$ cat src/logic/gpib_defines.svh
// Register offsets, field positions and bus command codes of the GPIB status block
// ============================================================================
// Summary of operation
// - Host command bytes go out in issue order
// - Any 8-bit command value is sent unchanged
// - Commands sent only while active controller
// - Nonzero low byte to reset register resets all
// - Interrupt/DMA status byte layout, bits 3:2 zero
// - Serial poll byte, bit 6 requests service
// - Parallel poll byte bit n drives line n+1
// - Role status: system, active, bit 5 zero
// - Own 5-bit address written and read back
// - 16-bit event word with documented flags
// - Attention held for whole command byte
// - Decode listen, talk, unlisten, untalk codes
`ifndef GPIB_DEFINES_SVH
`define GPIB_DEFINES_SVH

// Read side (status) and write side (control) offsets
`define SR_CARD_ID 4'h0
`define SR_IRQ     4'h1
`define SR_ROLE    4'h3
`define SR_EVENTS  4'h4
`define SR_XFER    4'h5
`define CR_RESET   4'h0
`define CR_SPOLL   4'h1
`define CR_PPOLL   4'h2
`define CR_ADDR    4'h3
`define CR_CMD     4'h5
`define CR_IRQ     4'h6
`define CR_ROLE    4'h7

// Field positions
`define ROLE_SYS 7
`define ROLE_ACT 6
`define SPR_RQS  6

// Event word bit positions
`define EV_ACT  15
`define EV_PPC  14
`define EV_MTA  13
`define EV_MLA  12
`define EV_EOI  11
`define EV_SERIAL_POLL 10
`define EV_REM  9
`define EV_ADDR 8
`define EV_GET  7
`define EV_HSE  6
`define EV_UUC  5
`define EV_SEC  4
`define EV_DCL  3
`define EV_UAC  2
`define EV_SRQ  1
`define EV_IFC  0

// Bus command codes (7 bits) and group selectors (bits 6:5 or 6:4)
`define C_GTL 7'h01
`define C_SDC 7'h04
`define C_PPC 7'h05
`define C_GET 7'h08
`define C_TCT 7'h09
`define C_LLO 7'h11
`define C_DCL 7'h14
`define C_PPU 7'h15
`define C_SPE 7'h18
`define C_SPD 7'h19
`define C_UNL 7'h3f
`define C_UNT 7'h5f
`define C_DEL 7'h7f
`define G_LAG 2'h1
`define G_TAG 2'h2
`define G_SCG 2'h3
`define G_ACG 3'h0
`define G_UCG 3'h1

// Data settle time before the valid strobe
`define CLK_NS     100
`define SETTLE_NS  500
`define SETTLE_CYC ((`SETTLE_NS + `CLK_NS - 1) / `CLK_NS)

`endif

$ cat src/logic/gpib_pkg.sv
// Types shared by the GPIB status and control block
package gpib_pkg;

  // Source handshake of the byte sender
  typedef enum logic [1:0] {
    TX_IDLE,
    TX_SETTLE,
    TX_VALID
  } tx_state_e;

  // Acceptor handshake of the byte receiver
  typedef enum logic {
    ACC_RDY,
    ACC_HOLD
  } acc_state_e;

  // Whole state of the block
  typedef struct packed {
    logic        int_en;
    logic [1:0]  int_lvl;
    logic [1:0]  dma_en;
    logic [7:0]  spr;
    logic [7:0]  ppr;
    logic [4:0]  my_addr;
    logic        sys_ctl;
    logic        act_ctl;
    logic [15:0] events;
    logic        serial_poll_active_state;
    logic        listen;
    logic        talk;
    logic        sp_sent;
    logic        refused;
    tx_state_e   tx;
    logic [7:0]  tx_byte;
    logic        tx_atn;
    logic [3:0]  cnt;
    acc_state_e  acc;
    logic [7:0]  dio;
    logic        dio_oe;
    logic        atn;
    logic        dav;
    logic        nrfd;
    logic        ndac;
    logic        srq;
    logic        ifc_q;
    logic        ren_q;
    logic        srq_q;
    logic [15:0] rdata;
  } state_s;

endpackage

$ cat src/logic/gpib_status_control.sv
// GPIB interface status/control registers, command sender and bus acceptor
//
// The implementer's own choice: the address-and-strobe port.
`include "gpib_defines.svh"

module gpib_status_control #(
  parameter logic [6:0] CARD_ID = 7'h2a // Arbitrary identification value
) (
  input  wire logic        clock,    // 10 MHz clock
  input  wire logic        rst_n,    // Async reset, active low
  input  wire logic [3:0]  addr,     // Register number
  input  wire logic [15:0] wdata,    // Write data
  input  wire logic        wr,       // Write strobe
  input  wire logic        rd,       // Read strobe
  output logic      [15:0] rdata,    // Read data, cycle after rd
  input  wire logic [7:0]  dio_in,   // Data lines, true logic
  output logic      [7:0]  dio_out,  // Data lines driven
  output logic             dio_oe,   // Data lines enable
  input  wire logic        atn_in,   // Attention seen
  output logic             atn_out,  // Attention driven
  output logic             atn_oe,   // Attention enable
  input  wire logic        dav_in,   // Data valid seen
  output logic             dav_out,  // Data valid driven
  output logic             dav_oe,   // Data valid enable
  input  wire logic        nrfd_in,  // Not ready seen
  output logic             nrfd_out, // Not ready driven
  output logic             nrfd_oe,  // Not ready enable
  input  wire logic        ndac_in,  // Not accepted seen
  output logic             ndac_out, // Not accepted driven
  output logic             ndac_oe,  // Not accepted enable
  input  wire logic        eoi_in,   // End or identify seen
  input  wire logic        srq_in,   // Service request seen
  output logic             srq_out,  // Service request driven
  output logic             srq_oe,   // Service request enable
  input  wire logic        ifc_in,   // Interface clear seen
  input  wire logic        ren_in    // Remote enable seen
);

  // ==========================================================================
  // Reset release
  logic rst_q1;
  logic rst_sync;

  // Two-stage release keeps recovery timing clean
  always_ff @(posedge clock or negedge rst_n) begin
    if (!rst_n) begin
      rst_q1   <= 1'b0;
      rst_sync <= 1'b0;
    end else begin
      rst_q1   <= 1'b1;
      rst_sync <= rst_q1;
    end
  end

  // ==========================================================================
  // State
  gpib_pkg::state_s s;
  gpib_pkg::state_s n;
  logic [15:0]      ev;
  logic [6:0]       b;
  logic             part;
  logic             ppoll;
  logic             cmd_wr;

  assign b      = dio_in[6:0];
  assign cmd_wr = wr && addr == `CR_CMD;
  assign part   = !s.act_ctl && (atn_in || s.listen);
  assign ppoll  = atn_in && eoi_in && !s.act_ctl;

  // Next state of everything
  always_comb begin
    n  = s;
    ev = '0;

    // Host register writes
    if (wr) begin
      unique case (addr)
        `CR_SPOLL: n.spr = wdata[7:0];
        `CR_PPOLL: n.ppr = wdata[7:0];
        `CR_ADDR:  n.my_addr = wdata[4:0];
        `CR_IRQ: begin
          n.int_en  = wdata[7];
          n.int_lvl = wdata[5:4];
          n.dma_en  = wdata[1:0];
        end
        `CR_ROLE: begin
          n.sys_ctl = wdata[`ROLE_SYS];
          n.act_ctl = wdata[`ROLE_ACT];
        end
        default: ;
      endcase
    end

    // Host reads of status registers, answered next cycle
    n.rdata = '0;
    if (rd) begin
      unique case (addr)
        `SR_CARD_ID: n.rdata = {8'h00, 1'b0, CARD_ID};
        `SR_IRQ:     n.rdata = {8'h00, s.int_en, 1'b0, s.int_lvl,
                                2'b00, s.dma_en};
        `SR_ROLE:    n.rdata = {8'h00, s.sys_ctl, s.act_ctl, 1'b0,
                                s.my_addr};
        `SR_EVENTS:  n.rdata = s.events;
        `SR_XFER:    n.rdata = {10'h000, s.tx != gpib_pkg::TX_IDLE,
                                s.refused, s.serial_poll_active_state, s.talk, s.listen,
                                s.sp_sent};
        default:     n.rdata = '0;
      endcase
      if (addr == `SR_XFER) begin
        n.refused = 1'b0;
      end
    end

    // Line edges seen on the bus
    n.ifc_q = ifc_in;
    n.ren_q = ren_in;
    n.srq_q = srq_in;
    if (ifc_in && !s.ifc_q) begin
      ev[`EV_IFC] = 1'b1;
      n.listen    = 1'b0;
      n.talk      = 1'b0;
      n.serial_poll_active_state = 1'b0;
      if (!s.sys_ctl) begin
        n.act_ctl = 1'b0;
      end
    end
    if (ren_in != s.ren_q) begin
      ev[`EV_REM] = 1'b1;
    end
    if (srq_in && !s.srq_q && s.act_ctl) begin
      ev[`EV_SRQ] = 1'b1;
    end
    if (atn_in) begin
      n.sp_sent = 1'b0;
    end

    // Acceptor handshake; attention bytes are decoded as commands
    if (!part) begin
      n.acc = gpib_pkg::ACC_RDY;
    end else begin
      unique case (s.acc)
        gpib_pkg::ACC_RDY: begin
          if (dav_in) begin
            n.acc = gpib_pkg::ACC_HOLD;
            if (!atn_in) begin
              ev[`EV_EOI] = eoi_in;
            end else if (b[6:5] == `G_LAG && b != `C_UNL) begin
              if (b[4:0] == s.my_addr) begin
                n.listen       = 1'b1;
                ev[`EV_MLA]    = 1'b1;
                ev[`EV_ADDR]   = !s.listen;
              end
            end else if (b == `C_UNL) begin
              n.listen     = 1'b0;
              ev[`EV_ADDR] = s.listen;
            end else if (b[6:5] == `G_TAG && b != `C_UNT) begin
              n.talk       = b[4:0] == s.my_addr;
              ev[`EV_MTA]  = n.talk;
              ev[`EV_ADDR] = n.talk != s.talk;
            end else if (b == `C_UNT) begin
              n.talk       = 1'b0;
              ev[`EV_ADDR] = s.talk;
            end else if (b[6:5] == `G_SCG) begin
              ev[`EV_SEC] = b != `C_DEL && (s.listen || s.talk);
            end else begin
              unique case (b)
                `C_GTL: ev[`EV_REM] = s.listen;
                `C_SDC: ev[`EV_DCL] = s.listen;
                `C_PPC: ev[`EV_PPC] = s.listen;
                `C_GET: ev[`EV_GET] = s.listen;
                `C_DCL: ev[`EV_DCL] = 1'b1;
                `C_SPE: begin
                  n.serial_poll_active_state = 1'b1;
                  ev[`EV_SERIAL_POLL]        = !s.serial_poll_active_state;
                end
                `C_SPD: begin
                  n.serial_poll_active_state = 1'b0;
                  ev[`EV_SERIAL_POLL]        = s.serial_poll_active_state;
                end
                `C_TCT: begin
                  n.act_ctl     = s.talk;
                  ev[`EV_ACT]   = s.talk;
                end
                `C_LLO, `C_PPU: ;
                default: begin
                  ev[`EV_UAC] = b[6:4] == `G_ACG;
                  ev[`EV_UUC] = b[6:4] == `G_UCG;
                end
              endcase
            end
          end
        end
        gpib_pkg::ACC_HOLD: begin
          if (!dav_in) begin
            n.acc = gpib_pkg::ACC_RDY;
          end
        end
      endcase
    end
    n.nrfd = part && n.acc == gpib_pkg::ACC_HOLD;
    n.ndac = part && n.acc == gpib_pkg::ACC_RDY;

    // Source handshake; one byte at a time, no queue behind it
    unique case (s.tx)
      gpib_pkg::TX_IDLE: begin
        if (cmd_wr) begin
          if (s.act_ctl) begin
            n.tx      = gpib_pkg::TX_SETTLE;
            n.tx_byte = wdata[7:0];
            n.tx_atn  = 1'b1;
            n.cnt     = 4'(`SETTLE_CYC);
          end else begin
            n.refused = 1'b1;
          end
        end else if (s.serial_poll_active_state && s.talk && !s.act_ctl && !atn_in
                     && !s.sp_sent) begin
          n.tx      = gpib_pkg::TX_SETTLE;
          n.tx_byte = s.spr;
          n.tx_atn  = 1'b0;
          n.cnt     = 4'(`SETTLE_CYC);
        end
      end
      gpib_pkg::TX_SETTLE: begin
        // Built on n so that a status read still clears the flag while busy
        n.refused = n.refused || cmd_wr;
        if (s.cnt != 4'h0) begin
          n.cnt = s.cnt - 4'h1;
        end else if (!nrfd_in && !ndac_in) begin
          // Nobody holds the handshake: no acceptor present
          ev[`EV_HSE] = 1'b1;
          n.tx        = gpib_pkg::TX_IDLE;
        end else if (!nrfd_in) begin
          n.tx = gpib_pkg::TX_VALID;
        end
      end
      gpib_pkg::TX_VALID: begin
        n.refused = n.refused || cmd_wr;
        if (!ndac_in) begin
          n.tx      = gpib_pkg::TX_IDLE;
          n.sp_sent = !s.tx_atn;
        end
      end
      default: n.tx = gpib_pkg::TX_IDLE;
    endcase
    if (n.act_ctl != s.act_ctl && n.act_ctl) begin
      ev[`EV_ACT] = 1'b1;
    end

    // Bus drivers; attention stays up for the whole byte
    n.dav    = n.tx == gpib_pkg::TX_VALID;
    n.atn    = n.tx != gpib_pkg::TX_IDLE && n.tx_atn;
    n.dio_oe = n.tx != gpib_pkg::TX_IDLE || ppoll;
    n.dio    = n.tx != gpib_pkg::TX_IDLE ? n.tx_byte
             : (ppoll ? s.ppr : 8'h00);
    n.srq    = n.spr[`SPR_RQS] && !n.act_ctl;

    // Events stick until read; a new event wins over the read clear
    if (rd && addr == `SR_EVENTS) begin
      n.events = '0;
    end
    n.events = n.events | ev;

    // A write with a nonzero low byte to the reset register clears everything
    if (wr && addr == `CR_RESET && wdata[7:0] != 8'h00) begin
      n = '0;
    end
  end

  // Single state register
  always_ff @(posedge clock or negedge rst_sync) begin
    if (!rst_sync) begin
      s <= '0;
    end else begin
      s <= n;
    end
  end

  // ==========================================================================
  // Outputs, all straight from the state register
  assign rdata    = s.rdata;
  assign dio_out  = s.dio;
  assign dio_oe   = s.dio_oe;
  assign atn_out  = s.atn;
  assign atn_oe   = s.atn;
  assign dav_out  = s.dav;
  assign dav_oe   = s.dav;
  assign nrfd_out = s.nrfd;
  assign nrfd_oe  = s.nrfd;
  assign ndac_out = s.ndac;
  assign ndac_oe  = s.ndac;
  assign srq_out  = s.srq;
  assign srq_oe   = s.srq;
endmodule

$ cat config.mk
export PLATFORM = sky130hd
export DESIGN_NAME = gpib_status_control
export DESIGN_NICKNAME = d
export VERILOG_FILES = /design/src/logic/gpib_pkg.sv /design/src/logic/gpib_status_control.sv
export VERILOG_INCLUDE_DIRS = /design/src /design/src/logic
export SDC_FILE = /design/constraint.sdc
export NUM_CORES = 1
export LEC_CHECK = 0
export BUFFER_PORTS_ARGS = -buffer_cell sky130_fd_sc_hd__buf_2
export CORE_ASPECT_RATIO = 0.5
export CORE_MARGIN = 2
export CORE_UTILIZATION = 50
export CTS_CLUSTER_SIZE = 12
export DETAILED_ROUTE_END_ITERATION = 7
export PLACE_DENSITY = 0.68
export SETUP_SLACK_MARGIN = 0.02
export SLEW_MARGIN = 20
export SYNTH_ARGS = -nofsm -noshare
export SYNTH_HDL_FRONTEND = slang
export SYNTH_SLANG_ARGS = --single-unit
$ cat constraint.sdc
create_clock -name clock -period 3.3 [get_ports clock]
set_input_delay 0.66 -clock clock [delete_from_list [all_inputs] [get_ports clock]]
set_output_delay 0.66 -clock clock [all_outputs]
set_load 0.005 [all_outputs]
# == Word level (Yosys, flattened, before mapping) ==
# Cells that the tools add are included.
# totals
word_cells,250
out_inout_bits,35
regBits,100
# classes
mux,118
n_addsub,1
n_reduce_logical,60
eq_ne,36
n_bitwise,2
# ops
cell,count
$mux W98,1
$pmux W16 S5,1
$mux W1,62
$mux W15,3
$mux W4,11
$mux W9,4
$eq A7 B5 Y1 const B,5
$mux W16,2
$mux W8,4
$mux W2,14
$mux W28,1
$logic_and A1 B1 Y1,23
$mux W3,7
$eq A4 B3 Y1 const B,4
$or A16 B16 Y16,1
$reduce_bool A2 Y1,8
$eq A7 B3 Y1 const B,2
$eq A7 B4 Y1 const B,2
$ne A7 B7 Y1 const B,2
$logic_not A1 Y1,11
$mux W5,2
$reduce_and A2 Y1,5
$reduce_or A10 Y1,1
$eq A2 B2 Y1 const B,4
other kinds (26),37

# == Depth between registers and ports, before layout ==
# Gate-level depths: netlist of the first run.
# depth
word_depth,20
depth_mapped,8
ltp_nobuf,7

# == Least setup slack after synthesis of the first run ==
# Ideal clock, no wire load.
# synth_timing
path_type,input -> register
from,in addr[1]
to,reg s (netlist bit dio_out[0])
t_arrival_ps,2154
setup_ps,84
path_buffers,1
required_ps,3216
path_slack_ps,1062
cell_stages,6
cell_sequence,buf_2 > and4bb_4 > a211oi_4 > o31ai_2 > a311o_4 > o22ai_1
# synth_rtl
element,line,source
"start, declared",gpib_status_control.sv:11,"input wire logic [3:0] addr,"
"end signal, assigned",gpib_status_control.sv:274,s <= n;
"end, declared",gpib_status_control.sv:57,gpib_pkg::state_s s;

==> results of run 1 <==
==> metal layers <==
| layer | vias to the layer above | wire (um) | global-route usage [%] |
|---|---|---|---|
| li1 | 1835 | - | - |
| met1 | 1928 | 6109 | 35.02 |
| met2 | 138 | 5257 | 36.46 |
| met3 | 17 | 687 | 5.337 |
| met4 | 0 | 183 | 9.131 |
| met5 | - | 0 | 0 |
==> placed cells by master, fill, tap and decap left out, types with 3 or more instances in the layout <==
cell type / instances
o21ai_0: 9
nand3_1: 31
a31oi_1: 4
mux2i_1: 17
ha_1: 5
and3_1: 11
a32oi_1: 4
clkbuf_16: 9
nand2b_1: 3
nand2_1: 35
a211oi_1: 6
nor4b_1: 3
buf_2: 65
inv_1: 15
buf_4: 8
a21oi_1: 31
mux2_2: 3
a221oi_1: 4
nor2_1: 52
xnor2_1: 7
and2_1: 10
a22oi_1: 19
a22o_1: 8
o22ai_1: 8
nor2b_1: 6
nor4_1: 4
dfrtp_1: 98
nor3_1: 15
==> logic make-up after synthesis <==
logic type	share of synthesized area [%]
buffers and inverters	7.985
adders and majority gates	1.259
muxes	4.106
other	0.07549
and+or+nand+nor	19.62
AOI/OAI and AO/OA	15.84
DFF	49.87
xor gates and xnor gates	1.234
==> final cells by class <==
class,instances,area (um^2)
Timing Repair Buffer,75,425.4
Tap cell,135,168.9
Sequential cell,99,2481
Fill cell,818,4010
Clock buffer,11,242.7
Clock inverter,5,61.31
Inverter,15,56.30
Multi-Input combinational cell,333,2095
==> stage by stage <==
stage	cells	hold WS [ns]	util (%)
global route	673	0.06955	57.97
floorplan	504	0.3312	-
global placement	657	0.3395	54.78
finish	673	0.07446	57.97
detailed placement	657	0.3380	54.78
CTS	673	0.07407	57.97
==> synth_stat cells (2+ instances only) <==
master and instances:
buf_2 5, xnor2_1 7, mux2_2 3, a32oi_1 4, dfrtp_1 99, and2_1 10, nand4_1 2, nand4b_1 2
and3_1 12, nor4_1 4, nor2_1 52, nand2b_1 3, o31ai_1 2, a31oi_1 4, nand3_1 31, mux2i_1 17
nor3b_1 2, buf_4 30, o21ai_0 9, nor3_1 15, a22o_1 8, nor4b_1 3, nor2b_1 6, clkbuf_1 17
a21oi_1 31, a211oi_1 6, inv_1 15, o22ai_1 8, a22oi_1 19, and4b_1 2, buf_1 4, nand4bb_1 2
ha_1 5, nand2_1 35, a221oi_1 4, a2bb2oi_1 2
==> worst reg2reg max path: cells and delay by family (launching register included) <==
kind,cells,cell delay [ns]
compound gates,3,1.01
simple gates,2,0.64
flops,1,0.39
fa+ha+maj,1,0.22
buf+inv,1,0.09
==> worst paths after layout <==
check                        endpoint  cells past startpoint  startpoint
setup reg to reg               atn_oe                      7       s[34]
hold / removal               rst_sync                      1       rst_n
max in group asynchronous    rdata[7]                      1    rst_sync
min in group clock           rst_sync                      0      rst_q1
hold reg to reg            dio_out[7]                      1    rst_sync
setup / recovery               atn_oe                      7       s[34]
==> where the power goes <==
| part | switching (mW) | internal [mW] | leakage, nW | total (mW) |
|---|---|---|---|---|
| clock | 0.464 | 0.613 | 0.150 | 1.08 |
| combinational | 0.282 | 0.190 | 1.19 | 0.472 |
| sequential | 0.0828 | 1.34 | 1.32 | 1.42 |
| total | 0.829 | 2.14 | 2.66 | 2.97 |
==> key figures, run 1 <==
Critical path
  – Crit Path Class: flip-flop to flip-flop
  – Critical path's largest stage delay: 0.46 ns
  – Cell repeated most along the worst path: o21ai_0
  – CP max stage cell: o21ai_0
  – CP arrival: ~2.7 ns
  – WP data required: ~3.5 ns
  – CP Cell Sequence: inv_1 > ha_1 > nor4b_1 > o21ai_0 > o21ai_0 > a31oi_2 > and2_1
  – R2R Setup Slk: 0.83 ns
  – Crit-path max FO: 10
  – Critical path launch point type: flip-flop
  – CP delay by family, top: compound AO/OA/AOI/OAI gates
  – Buf+Inv Stages, Crit Path: 1
  – Worst setup EP type: flip-flop

Detailed routing
  – Routed Antenna Nets: 0
  – Detailed Route WL: 12240 um
  – DR iter-0 viols: slightly above 300
  – DRC viols: 0
  – DRT Pass-1 Iters: 5
  – DR WL/cell: around 18 um
  – Vias after detailed routing: just under 4000
  – Vias/cell: 5.822

Synthesis
  – Yosys reg bits: approximately 100
  – Yosys top cell by area: dfrtp_1
  – Yosys warns: 0
  – Mapped Cells: a little over 500
  – Ys flop type: dfrtp_1
  – EDFF count, synth: 0
  – Asr flop ratio synth: 100.0%
  – Post-synth cell types: 60
  – Avg Cell Area, Syn: 9.856 um^2
  – Synth area leaders: dfrtp_1 50%, buf_4 4.5%, nor2_1 3.9%, mux2i_1 3.4%, a21oi_1 3.1%
  – Area share of the largest cell type after synthesis: around half
  – Mapped cell area: 4967 um^2
  – Synthesized net count: about 550
  – Seq/Total Area, Yosys: 49.87%

STA
  – # setup viols final: 0
  – Fin crit period: 2.467 ns
  – Fmax: around 410 MHz
  – Final Cycle Share: between 70% and 80%
  – Max Slew Vio Count: 0
  – Setup slack after layout: between 0.8 and 0.9 ns
  – Slew HR: between 50% and 60%
  – TNS Setup: 0 ns
  – Final hold vios: 0
  – Clk_skew: around 0.0070 ns
  – Actual slew at the worst max-slew pin: about 0.74 ns
  – Unrepaired setup endpoints after global routing: no

Global route
  – Grt total ovfl: 0
  – Total Routing Usage GR: between 20 and 25%
  – Global-route wire length before repair: between 20000 and 25000 um
  – Antenna violations before repair: 0
  – Vias in the first global route: about 3700
  – Pin count of the biggest net entering global routing: slightly below 100

Clocking
  – Setup bufs post-CTS: 0
  – CTS clk-pin slew, worst paths: about 0.07 ns
  – Post_cts resized: 0
  – Worst-Skew Late Latency: around 0.35 ns
  – Root Driver: clkbuf_16
  – Cts hold-fix bufs: 0
  – Clock buffer depth: 2
  – CTS buffer count: 9
  – H-Tree Depth: 3
  – CTS tree: built
  – Clock Sinks: 99

Outcome
  – Status: completed

Place
  – Post-DP HPWL: between 7000 and 8000 um
  – Placer Congestion: between 0.8 and 0.9
  – Placed cell areas: 5226 um^2
  – Setup WS pre-CTS: around 0.74 ns
  – Port-buffer cells: 65

Power and ir drop
  – Leak: 2.657 nW
  – Max IR drop VDD: roughly 0.00026 V
  – Pwr dens: roughly 540 nW/um^2
  – Total power: 2.968 mW

Die
  – Row count: 25
  – I/O pins: 75
  – Die ar.: about 11000 um^2
  – Area of the core: approximately 9500 um^2
  – Initial Util: approximately 52%
  – Die height: approximately 74 um
  – Die width: approximately 140 um

Final layout
  – N_diodes: 0
  – Cell area after layout: roughly 5500 um^2
  – Layout net count: 578
  – Largest Register: s
  – Share of layout cells above drive strength 1: between 10% and 20%
  – Max reg flops: 68
  – Area Growth Syn to Fin: 11.33%

Hold path
  – Min-delay worst type: input port to asynchronous set/reset pin

Run
  – Max-cap violation count: 0
Note: power is estimated with default switching activity, not from simulation.
==> inputs of run 2 (changes only) <==
--- a/config.mk
+++ b/config.mk
@@ -6,6 +6,7 @@
 export SDC_FILE = /design/constraint.sdc
 export NUM_CORES = 1
 export LEC_CHECK = 0
+export ABC_AREA = 1
 export BUFFER_PORTS_ARGS = -buffer_cell sky130_fd_sc_hd__buf_2
 export CORE_ASPECT_RATIO = 0.5
 export CORE_MARGIN = 2
==> constraint.sdc (replaced) <==
create_clock -name clock -period 2.3 [get_ports clock]
set_input_delay 0.46 -clock clock [delete_from_list [all_inputs] [get_ports clock]]
set_output_delay 0.46 -clock clock [all_outputs]
set_load 0.005 [all_outputs]
==> run 2 against run 1 <==
  * Routed wire length increased by 6.6%
  * Utilization fell by 0.27 points
  * Maximum frequency rose by 34%
  * Clock-buffer cell count is 1 higher
==> key figures, run 2 <==
Synthesis
  – Mapped Cells: roughly 670
  – Asr flop ratio synth: 100.0%
  – Yosys reg bits: 99
  – Synth area leaders: dfrtp_1 47%, nand2_1 12%, nand3_1 5.9%, inv_1 5.7%, buf_4 4.4%
  – Post-synth cell types: 39
  – Ys flop type: dfrtp_1
  – Top cell types by occurrence after synthesis: 167 x nand2_1, 99 x dfrtp_1, 79 x inv_1, 62 x nand3_1, 57 x nor2_1
  – EDFF count, synth: 0
  – Yosys warns: 0
  – Seq/Total Area, Yosys: a little under half
  – Avg Cell Area, Syn: slightly below 8 um^2
  – Mapped cell area: roughly 5200 um^2
  – Synthesized net count: just over 700
  – Area share of the largest cell type after synthesis: between 40% and 50%
  – Cell with the most instances after synthesis: nand2_1
  – Yosys top cell by area: dfrtp_1

Place
  – Port-buffer cells: 65
  – Placer Congestion: between 0.8 and 0.9
  – Post-DP HPWL: roughly 9500 um
  – Setup WS pre-CTS: around 0.25 ns

Critical path
  – WP data required: around 2.5 ns
  – R2R Setup Slk: about 0.46 ns
  – Crit-path max FO: 10
  – Crit Path Class: flip-flop to flip-flop
  – FF-to-FF Start: s[48]
  – CP arrival: 2.05 ns
  – Worst setup EP type: flip-flop
  – Critical path launch point type: flip-flop
  – Worst R2R Path Depth: 6
  – FF-to-FF End: rdata[5]

Clocking
  – Clock buffer depth: 2
  – Setup bufs post-CTS: 0
  – Cts hold-fix bufs: 1
  – Root Driver: clkbuf_16
  – CTS tree: built
  – CTS clk-pin slew, worst paths: ~0.070 ns
  – H-Tree Depth: 3
  – Post_cts resized: 0
  – Clock Sinks: 99
  – CTS buffer count: 9
  – Worst-Skew Late Latency: ~0.35 ns

Power and ir drop
  – NetSw: roughly 1.6 mW
  – P_int: 3.321 mW
  – Total power: 4.888 mW
  – Sequential power share: 44.3%
  – Max IR drop VDD: 0.0003788 V
  – Sw Share: between 30% and 40%
  – Pwr dens: roughly 830 nW/um^2
  – Logic gate share of total power: between 20% and 30%
  – Leak: slightly above 3 nW
  – Clock group share of total power: between 30% and 40%

Detailed routing
  – Vias after detailed routing: around 4600
  – Detailed Route WL: about 13000 um
  – Vias/cell: 5.334
  – DRC viols: 0
  – DR iter-0 viols: ~330
  – DRT Pass-1 Iters: 7
  – Routed Antenna Nets: 0
  – DR WL/cell: ~15 um

Die
  – Row count: 26
  – Die ar.: 11370 um^2
  – Area of the core: ~10000 um^2
  – Die height: 76.41 um
  – Die width: roughly 150 um
  – Initial Util: around half
  – I/O pins: between 70 and 80

STA
  – Unrepaired setup endpoints after global routing: no
  – Clk_skew: between 0.007 and 0.008 ns
  – # setup viols final: 0
  – Max Slew Vio Count: 0
  – TNS Setup: 0 ns
  – Final hold vios: 0
  – Fin crit period: 1.836 ns
  – Actual slew at the worst max-slew pin: around 0.60 ns
  – Fmax: 544.7 MHz
  – Slew HR: 59.94%
  – Final Cycle Share: 79.83%
  – Setup slack after layout: between 0.4 and 0.5 ns

Global route
  – Total Routing Usage GR: about a quarter
  – Grt total ovfl: 0
  – Vias in the first global route: 4319
  – Pin count of the biggest net entering global routing: 42
  – Global-route wire length before repair: 21780 um
  – Antenna violations before repair: 0

Final layout
  – Commonest non-fill, non-tap cell in the layout: nand2_1
  – Largest Register: s
  – Area Growth Syn to Fin: 12.41%
  – Share of layout cells above drive strength 1: ~15%
  – Fin util: between 50 and 60%
  – Most frequent cells in the layout: 167 x nand2_1, 98 x dfrtp_1, 79 x inv_1
  – N_diodes: 0
  – Layout net count: about 770
  – Max reg flops: 68

Outcome
  – Status: completed

Hold path
  – WHS Endpoint: ndac_oe
  – Min-delay worst type: input port to flip-flop
  – Min-Delay Startpoint: dav_in
  – Hold depth: 2

Run
  – Max-cap violation count: 0
[run 2: cell count changes in the layout (fill, tap and decap cells not counted), sizes merged, moves of 17 or more]
cell and delta:
nand2 +136, mux2i -17, nand3 +33, o21ai +34, inv +65, a22oi -18
[run 2: critical path, cell delays in order (launching register included)]
cell and delay (ns):
dfrtp_1 0.41, inv_1 0.14, ha_1 0.32, buf_4 0.23, inv_1 0.10, a221oi_1 0.43, nor3_1 0.08
[run 2: cell type report]
type / instances / area, um^2
multi-input combinational: 447 / 2151
inverter: 81 / 304.0
fill: 993 / 4322
clock inverter: 4 / 52.55
sequential: 99 / 2481
clock buffer: 12 / 236.5
timing repair buffer: 82 / 493.0
tap: 140 / 175.2
[run 2: cell families (layout without fill, tap and decap cells)]
kind of cell | Yosys count | after routing | share of synthesized area [%]
compound gates | 107 | 107 | 11.53
simple gates | 330 | 330 | 27.57
other cells | 1 | 1 | 0.07153
xor+xnor | 4 | 4 | 0.6684
buf+inv | 128 | 179 | 11.72
flops | 99 | 99 | 47.26
fa+ha+maj | 5 | 5 | 1.193
[run 2: worst max path at each step]
| stage | start | endpoint | slack [ns] |
|---|---|---|---|
| 3_3_place_gp | addr[3] | s[72] | 0.30 |
| 2_1_floorplan | rst_sync | atn_oe | 0.64 |
| 6_report | s[48] | rdata[5] | 0.46 |
| 5_1_grt | s[70] | s[36] | 0.27 |
| 4_1_cts | s[70] | s[36] | 0.51 |
| 3_5_place_dp | addr[3] | s[72] | 0.25 |
[run 2: metrics by stage]
| step | hold WS, ns | instances | cell area, um^2 |
|---|---|---|---|
| after floorplan | 0.1644 | 674 | 5244 |
| after global placement | 0.2459 | 848 | 5594 |
| after detailed placement | 0.2464 | 848 | 5594 |
| after CTS | 0.2787 | 865 | 5893 |
| after global routing | 0.2722 | 865 | 5893 |
| final | 0.2825 | 865 | 5893 |
[run 2: layer usage]
| metal | part of all wire (%) | vias up | track usage (%) | routed length (um) |
|---|---|---|---|---|
| met4 | 2.1 | 0 | 7.143 | 271 |
| met3 | 6.2 | 25 | 5.210 | 803 |
| met2 | 44 | 156 | 36.99 | 5791 |
| li1 | - | 2250 | - | - |
| met1 | 47 | 2183 | 34.92 | 6176 |
| met5 | 0 | - | 0 | 0 |
[run 2: power groups by stage]
stage | Clock, mW | Combinational, mW | Sequential [mW]
after global placement | 0 | 1.19 | 2.19
final | 1.50 | 1.23 | 2.17
after detailed placement | 0 | 1.22 | 2.19
after CTS | 1.52 | 1.23 | 2.16
after floorplan | 0 | 0.941 | 2.17
after global routing | 1.61 | 1.41 | 2.20
